==> src/hw/lswp_pkg.sv <==
// Package of constants and types for the load step wakeup pulser.
package lswp_pkg;
	localparam int unsigned CLK_FREQ_HZ          = 40_000_000;
	localparam int unsigned REPEAT_PERIOD_NS     = 4000;
	localparam int unsigned REPEAT_PERIOD_CYC    = REPEAT_PERIOD_NS / (1_000_000_000 / CLK_FREQ_HZ);
	localparam int unsigned PULSE_WIDTH_NS_DFLT  = 1000;
	localparam int unsigned ENABLE_DELAY_NS_DFLT = 100_000;
	localparam int unsigned CLK_PERIOD_NS        = 1_000_000_000 / CLK_FREQ_HZ;
	localparam int unsigned SYNC_STAGES          = 2;
	localparam int unsigned CNT_W                = 24;
	localparam int unsigned SLOT_W               = 12;

	typedef enum logic [1:0] {
		LSWP_IDLE,
		LSWP_WAIT,
		LSWP_PULSE,
		LSWP_GAP
	} lswp_state_t;

	typedef struct packed {
		logic supply_low;
		logic gate_drive;
		logic drain_sense;
	} lswp_pins_t;
endpackage

==> src/hw/lswp_sync.sv <==
// Two flip-flop synchroniser for a group of pin levels.
`timescale 1ns/10ps
module lswp_sync
	import lswp_pkg::*;
#(
	parameter int unsigned WIDTH = 3
) (
	input  wire logic             clk_sys,
	input  wire logic             rst,
	input  wire logic [WIDTH-1:0] async_in,
	output logic      [WIDTH-1:0] sync_out
);
	logic [WIDTH-1:0] meta_q;

	always_ff @(posedge clk_sys) begin
		if (rst) begin
			meta_q   <= '0;
			sync_out <= '0;
		end else begin
			meta_q   <= async_in;
			sync_out <= meta_q;
		end
	end
endmodule

==> src/hw/lswp_top.sv <==
// Load step wakeup pulser: times gate idle and drives repeated sink pulses.
`timescale 1ns/10ps
module lswp_top
	import lswp_pkg::*;
#(
	parameter int unsigned PULSE_WIDTH_NS  = PULSE_WIDTH_NS_DFLT,
	parameter int unsigned ENABLE_DELAY_NS = ENABLE_DELAY_NS_DFLT
) (
	input  wire logic clk_sys,
	input  wire logic rst,
	input  wire logic supply_low_in,
	input  wire logic gate_drive_in,
	input  wire logic drain_sense_in,
	output logic      sink_enable_q,
	output logic      wakeup_armed_q
);
	localparam int unsigned PULSE_CYC = (PULSE_WIDTH_NS + CLK_PERIOD_NS - 1) / CLK_PERIOD_NS;
	localparam int unsigned DELAY_CYC = ENABLE_DELAY_NS / CLK_PERIOD_NS;
	localparam logic [SLOT_W-1:0] PULSE_LAST = SLOT_W'(PULSE_CYC - 1);
	localparam logic [SLOT_W-1:0] SLOT_LAST  = SLOT_W'(REPEAT_PERIOD_CYC - 1);
	localparam logic [CNT_W-1:0]  DELAY_LIM  = CNT_W'(DELAY_CYC);
	localparam logic [CNT_W-1:0]  CNT_MAX    = {CNT_W{1'b1}};

	initial begin
		if (PULSE_CYC < 1 || PULSE_CYC >= REPEAT_PERIOD_CYC)
			$error("Pulse width must be at least one cycle and shorter than the repeat period.");
		if (DELAY_CYC < 1 || DELAY_CYC >= (2 ** CNT_W) - 1)
			$error("Enable delay does not fit the elapsed counter.");
	end

	lswp_pins_t  pins_raw;
	lswp_pins_t  pins_s;
	logic        gate_prev_q;
	logic        drain_prev_q;
	logic        gate_rise;
	logic        drain_rise;
	logic [CNT_W-1:0]  elapsed_q;
	logic [SLOT_W-1:0] slot_q;
	lswp_state_t state_q;
	lswp_state_t state_d;
	logic        armed;

	assign pins_raw.supply_low  = supply_low_in;
	assign pins_raw.gate_drive  = gate_drive_in;
	assign pins_raw.drain_sense = drain_sense_in;

	// Pins are synchronised before any logic looks at them.
	lswp_sync #(
		.WIDTH ($bits(lswp_pins_t))
	) u_sync (
		.clk_sys  (clk_sys),
		.rst      (rst),
		.async_in (pins_raw),
		.sync_out (pins_s)
	);

	always_ff @(posedge clk_sys) begin
		if (rst) begin
			gate_prev_q  <= 1'b0;
			drain_prev_q <= 1'b0;
		end else begin
			gate_prev_q  <= pins_s.gate_drive;
			drain_prev_q <= pins_s.drain_sense;
		end
	end

	assign gate_rise  = pins_s.gate_drive & ~gate_prev_q;
	assign drain_rise = pins_s.drain_sense & ~drain_prev_q;

	// Elapsed time since the last gate edge, saturating.
	always_ff @(posedge clk_sys) begin
		if (rst) begin
			elapsed_q <= '0;
		end else if (gate_rise) begin
			elapsed_q <= '0;
		end else if (elapsed_q != CNT_MAX) begin
			elapsed_q <= elapsed_q + CNT_W'(1);
		end
	end

	assign armed = (elapsed_q > DELAY_LIM);

	always_comb begin
		state_d = state_q;
		case (state_q)
			LSWP_IDLE: begin
				if (armed && pins_s.supply_low && !gate_rise && !drain_rise) begin
					state_d = LSWP_PULSE;
				end
			end
			LSWP_WAIT: begin
				if (gate_rise) begin
					state_d = LSWP_IDLE;
				end
			end
			LSWP_PULSE: begin
				if (drain_rise || gate_rise) begin
					state_d = LSWP_WAIT;
				end else if (slot_q == PULSE_LAST) begin
					state_d = LSWP_GAP;
				end
			end
			LSWP_GAP: begin
				if (drain_rise || gate_rise) begin
					state_d = LSWP_WAIT;
				end else if (slot_q == SLOT_LAST) begin
					state_d = pins_s.supply_low ? LSWP_PULSE : LSWP_IDLE;
				end
			end
			default: begin
				state_d = LSWP_IDLE;
			end
		endcase
	end

	always_ff @(posedge clk_sys) begin
		if (rst) begin
			state_q <= LSWP_IDLE;
		end else begin
			state_q <= state_d;
		end
	end

	// Position inside the current repeat slot.
	always_ff @(posedge clk_sys) begin
		if (rst) begin
			slot_q <= '0;
		end else if (state_d == LSWP_PULSE && state_q != LSWP_PULSE) begin
			slot_q <= '0;
		end else if (state_q == LSWP_PULSE || state_q == LSWP_GAP) begin
			slot_q <= slot_q + SLOT_W'(1);
		end else begin
			slot_q <= '0;
		end
	end

	always_ff @(posedge clk_sys) begin
		if (rst) begin
			sink_enable_q  <= 1'b0;
			wakeup_armed_q <= 1'b0;
		end else begin
			sink_enable_q  <= (state_q == LSWP_PULSE);
			wakeup_armed_q <= armed;
		end
	end
endmodule

==> config.mk <==
export PLATFORM = sky130hd
export DESIGN_NAME = lswp_top
export DESIGN_NICKNAME = d
export VERILOG_FILES = /design/src/hw/lswp_pkg.sv /design/src/hw/lswp_sync.sv /design/src/hw/lswp_top.sv
export SDC_FILE = /design/constraint.sdc
export NUM_CORES = 1
export LEC_CHECK = 0
export ABC_AREA = 1
export BUFFER_PORTS_ARGS = -buffer_cell sky130_fd_sc_hd__buf_2
export CAP_MARGIN = 20
export CELL_PAD_IN_SITES_DETAIL_PLACEMENT = 2
export CELL_PAD_IN_SITES_GLOBAL_PLACEMENT = 2
export CORE_MARGIN = 2
export CORE_UTILIZATION = 32
export DETAILED_ROUTE_END_ITERATION = 8
export PLACE_DENSITY_LB_ADDON = 0.1
export SLEW_MARGIN = 20
export SYNTH_ARGS = -nofsm -noshare
export SYNTH_HDL_FRONTEND = slang
export SYNTH_SLANG_ARGS = --single-unit
==> constraint.sdc <==
create_clock -name clk_sys -period 1.4 [get_ports clk_sys]
set_input_delay 0.21 -clock clk_sys [delete_from_list [all_inputs] [get_ports clk_sys]]
set_output_delay 0.21 -clock clk_sys [all_outputs]
set_load 0.02 [all_outputs]
# --- Word level (Yosys, flattened, before mapping) ---
# Cells that the tools add are included.
totals:
  elab_cells: 44
  ff_bits: 48
  out_inout_bits: 2
  inputBits: 5
classes:
  n_bitwise: 5
  n_eq_ne: 8
  muxes: 8
  add_sub_neg: 2
  reduce_logical: 11
  order_cmp: 1
op_table:
  columns: ["cell", "n"]
  rows:
  - ["24-bit by 1-bit adder with 24-bit output (second input constant)", 1]
  - ["24-bit by 12-bit > comparator with 1-bit output (second input constant)", 1]
  - ["24-bit != test (second input constant)", 1]
  - ["2-bit two-way mux", 7]
  - ["12-bit by 1-bit adder with 12-bit output (second input constant)", 1]
  - ["12-bit by 6-bit == test with 1-bit output (second input constant)", 1]
  - ["12-bit by 8-bit == test with 1-bit output (second input constant)", 1]
  - ["2-bit one-hot mux with 4 select lines", 1]
  - ["2-bit == test (second input constant)", 3]
  - ["1-bit logical AND", 4]
  - ["1-bit inverter", 3]
  - ["3-bit OR reduction", 1]
  - ["1-bit AND", 2]
  - ["2-bit by 1-bit == test with 1-bit output (second input constant)", 1]
  - ["1-bit logical NOT", 2]
  - ["2-bit logical NOT", 1]
  - ["1-bit logical OR", 2]
  - ["2-bit != test (second input constant)", 1]
  - ["2-bit OR reduction", 1]

# --- Logic depth before layout (Yosys ltp) ---
logic_depth:
  depth_word: 10
  depth_mapped: 12
  depth_no_buf: 11

# --- By module ---
# From an unflattened synthesis, not the netlist that was laid out.
unflattened:
  cells_unflattened: 371
  area_unflattened_um2: 2507.4
modules_own_cells:
  columns: ["module", "instances", "cells_each", "area_each_um2", "seq_area_each_um2"]
  rows:
  - ["lswp_top", 1, 353, 2342.2, 840.8]
  - ["lswp_sync", 1, 18, 165.2, 120.1]

# --- Worst setup path after synthesis ---
# No wires, ideal clock.
synth_timing:
  path_type: "register to register"
  from: "register elapsed_q[0]"
  to: "register elapsed_q[1]"
  setup_ns: 0.121
  period_less_slack_ns: 1.456
  stages_incl_launch_ff: 10
  required_ns: 1.279
  t_arrival_ns: 1.335
  path_slack_ns: -0.056
  path_cell_list: "dfxtp_1 ha_1 nand3_2 inv_2 nand3_2 nor2_4 inv_2 buf_6 nand2_1 a21oi_2"
synth_between:
  elab_chain_cells: 1
  word_cells_on_any_way: 2
synth_lines:
  columns: ["element", "line_no", "rtl"]
  rows:
  - ["start, declared", "lswp_top.sv:37", "logic [CNT_W-1:0] elapsed_q;"]
  - ["start signal, assigned", "lswp_top.sv:77", "elapsed_q <= elapsed_q + CNT_W'(1);"]
  - ["24-bit by 1-bit adder with 24-bit output or 24-bit != test (tied branches)", "lswp_top.sv:77, lswp_top.sv:76", null]
# Several ways; a longest one is shown, not always the timed one.
# A chain may end at the register's enable or synchronous reset.

# --- Final worst setup path ---
layout_timing:
  from: "register elapsed_q[0]"
  to: "register slot_q[0]"
layout_between:
  elab_chain_cells: 9
layout_lines:
  columns: ["element", "line_no", "rtl"]
  rows:
  - ["24-bit by 12-bit > comparator with 1-bit output", "lswp_top.sv:81", "assign armed = (elapsed_q > DELAY_LIM);"]
  - ["1-bit logical AND (3 in series)", "lswp_top.sv:87", "if (armed && pins_s.supply_low && !gate_rise && !drain_rise) begin"]
  - ["2-bit two-way mux", "lswp_top.sv:87", null]
  - ["2-bit one-hot mux with 4 select lines", "lswp_top.sv:85", "case (state_q)"]
  - ["2-bit == test", "lswp_top.sv:128", "end else if (state_d == LSWP_PULSE && state_q != LSWP_PULSE) begin"]
  - ["1-bit logical AND", "lswp_top.sv:128", null]
  - ["3-bit OR reduction (no line)", null, null]
  - ["end signal, assigned", "lswp_top.sv:131", "slot_q <= slot_q + SLOT_W'(1);"]
  - ["end, declared", "lswp_top.sv:38", "logic [SLOT_W-1:0] slot_q;"]
# Every way passes these cells.

==> flow_summary_export.csv <==
group,metric,value,unit
status,outcome,"finished, violations left",
status,violations,"setup timing",
synthesis,synth_cells,351,
detailed_routing,routed_wl,11.2,mm
global_route,grt_pass1_wl,14.4,mm
synthesis,synth_fp_nets,359,
pwr,p_per_area,637,nW/um2
synthesis,synthTopCellsByCount,"nand2_1 (63), nor2_1 (56), inv_1 (55)",
critical_path,worst-setup-path-type,"reg2reg",
sta,setup_slack,-234,ps
synthesis,synth_area_leaders,"dfxtp_1 (38%), nand2_1 (9.3%), nor2_1 (8.3%)",
critical_path,end_kind,"flop",
clock_network,hold_buffers,0,
critical_path,crit_chain,"inv_2 > ha_2 > nand2_1 > o21ai_2 > nand2_2 > nand2_2 > nand2_2 > nand2_2 > nand2_4 > buf_12 > nor2_2",
floorplanning,die_y,93.1,um
floorplanning,initial_utilization,32.9,%
floorplanning,core-area,7730,um2
global_route,grt_pass1_vias,2830,
finish,antenna_cells,0,
floorplanning,dieArea,8670,um2
sta,hold_ws,99.5,ps
detailed_routing,drt-initial-drc-count,95,
hold_path,hold_class,"in2reg",
sta,setup_viol,37,
clock_network,ctsRootBufferMaster,"clkbuf_8",
sta,tightest_slew,309,ps
clock_network,clk_latency,310,ps
clock_network,h-tree-depth,2,
critical_path,critPathMostFrequentCell,"nand2_2",
detailed_routing,drc,0,
synthesis,netlist_area,2540,um2
floorplanning,io_pins,7,
finish,fin_nets,450,
sta,fin_crit_sh,117,%
detailed_routing,wl_per_cell,20.5,um
critical_path,crit_fanout,6,
sta,slew_headroom,79.2,%
synthesis,yosys_warnings,0,
pwr,irDropWorstVdd,0.000362,V
pwr,leakage,1.70,nW
synthesis,synth_edf_count,0,
clock_network,clock_tree.buffer_depth,2,
detailed_routing,first_pass_iters,4,
synthesis,synth_area_per_cell,7.24,um2
synthesis,ys_ff_latch,48,
synthesis,yosysTopAreaCell,"dfxtp_1",
placed_design,numPortBuffers,6,
clock_network,clock_sinks,48,
finish,drive_above_1_share,51.9,%
sta,skew,6.05,ps
critical_path,crit_slowest_cell,"dfxtp_4",
detailed_routing,ant_nets,0,
global_route,grt_max_degree,16,
sta,period_needed,1630,ps
critical_path,cp-start-kind,"flop",
finish,fill_cells,847,
sta,fin_tns_setup,-5260,ps
sta,rsz0062_at_grt,"yes",
critical_path,cp.arrival,1860,ps
critical_path,critPathMaxStageDelay,380,ps
synthesis,netlist.area_leader.share,37.8,%
finish,area_growth_syn_to_layout,50.9,%
sta,hold_violations,0,
synthesis,ys.flop_type,"dfxtp_1",
clock_network,cts_made_buffers,5,
global_route,grt_antenna_before_repair,0,
synthesis,yosysMostFrequentCell,"nand2_1",
detailed_routing,avgViaCountPerCell,4.88,
floorplanning,placementRows,32,
placed_design,routabilityCongestion,0.796,
global_route,grt_util_all_layers,21.5,%
critical_path,reg2reg_slack,-230,ps
clock_network,cts_tree,"built",
floorplanning,die_x,93.1,um
synthesis,async_flop_share,0,%
sta,fmax,612,MHz
critical_path,cp.required,1630,ps
detailed_routing,vias,2659,
sta,drv_slew,0,
run,drv_cap,0,
global_route,gr-total-overflow,0,
clock_network,cts.reportedPaths.clkPinSlew,100,ps
synthesis,ys_seq_area_share,37.8,%
placed_design,dp_hpwl,6.07,mm
synthesis,yosysUniqueCellTypes,32,
==> worst max-delay path: cells and delay by family (launching register included) <==
| kind | cells | cell delay, ps |
|---|---|---|
| AND/OR/NAND/NOR | 7 | 580 |
| flip-flops | 1 | 380 |
| buffers and inverters | 2 | 220 |
| AO/OA/AOI/OAI | 1 | 210 |
| adder cells (fa/ha/maj) | 1 | 160 |
==> repair_timing <==
item | in CTS | in global routing
pin swaps | 14 | 41
setup endpoints to repair | 36 | 37
cloned | 1 | 1
setup buffers | 5 | 9
gates resized for setup | 51 | 91
==> cell usage in the layout (no fill, tap or decap), types with 7 or more instances in the layout <==
master   instances
buf_4           74
inv_1           51
nand2_1         43
nor2_1          36
nor2_2          25
dfxtp_1         25
nand2_2         18
xor2_1          15
nand3_1         14
nor2_4          13
dfxtp_2         12
o21ai_2         11
dfxtp_4         11
inv_2            7
a21oi_2          7
xnor2_1          7
buf_6            7
==> report_power, final <==
part | internal, mW | switching, mW | total [mW]
registers | 1.36 | 0.0179 | 1.38
clock network | 0.401 | 0.517 | 0.919
logic | 0.0576 | 0.0854 | 0.143
total | 1.82 | 0.621 | 2.44
==> sequential cells by signal, summed over array words and instances (netlist names) <==
signal	count
u_sync.meta_q	3
slot_q	12
u_sync.sync_out	3
drain_prev_q	1
wakeup_armed_q	1
gate_prev_q	1
state_q	2
elapsed_q	24
sink_enable_q	1
==> per-layer routing <==
metal	GRT usage [%]	wire, um	up-vias
li1	-	-	1266
met3	2.58	294	27
met2	40.0	5730	42
met1	26.3	4780	1324
met5	0	0	-
met4	4.78	385	0
==> kinds of logic (layout without fill, tap and decap cells) <==
family / after synthesis / count (layout) / synth area share, %
AO/OA/AOI/OAI: 30 / 30 / 6.70
XOR/XNOR: 22 / 22 / 7.58
adder cells (fa/ha/maj): 3 / 3 / 1.48
buffers and inverters: 66 / 158 / 11.2
flip-flops: 48 / 48 / 37.8
AND/OR/NAND/NOR: 182 / 182 / 35.2
==> stage by stage <==
| stage | cells | setup slack [ps] | total power, mW | instance area [um2] | utilization, % |
|---|---|---|---|---|---|
| 3_3_place_gp | 521 | -115 | 1.53 | 3180 | 41.1 |
| 5_1_grt | 545 | -338 | 2.54 | 3830 | 49.6 |
| 2_1_floorplan | 351 | 12.2 | 1.48 | 2560 | - |
| 6_report | 545 | -234 | 2.44 | 3830 | 49.6 |
| 4_1_cts | 535 | -109 | 2.46 | 3490 | 45.2 |
| 3_5_place_dp | 521 | -185 | 1.54 | 3180 | 41.1 |
==> worst paths after layout <==
| check | from | to | depth (start not counted) |
|---|---|---|---|
| setup / recovery | elapsed_q[0] | slot_q[0] | 11 |
| setup reg to reg | elapsed_q[0] | slot_q[0] | 11 |
| hold reg to reg | u_sync.meta_q[0] | u_sync.sync_out[0] | 2 |
| hold / removal | supply_low_in | u_sync.meta_q[2] | 3 |
==> final cells by class <==
class                   count  area [um2]  area share, %
repair buffers             89         712           18.6
well taps                 102         128           3.33
inverters                  61         236           6.17
multi-input cells         237        1640           42.9
flip-flops and latches     48        1020           26.5
clock inverters             2        15.0          0.392
clock buffers               6        82.6           2.15
No activity file was read; power rests on OpenSTA's default activity.
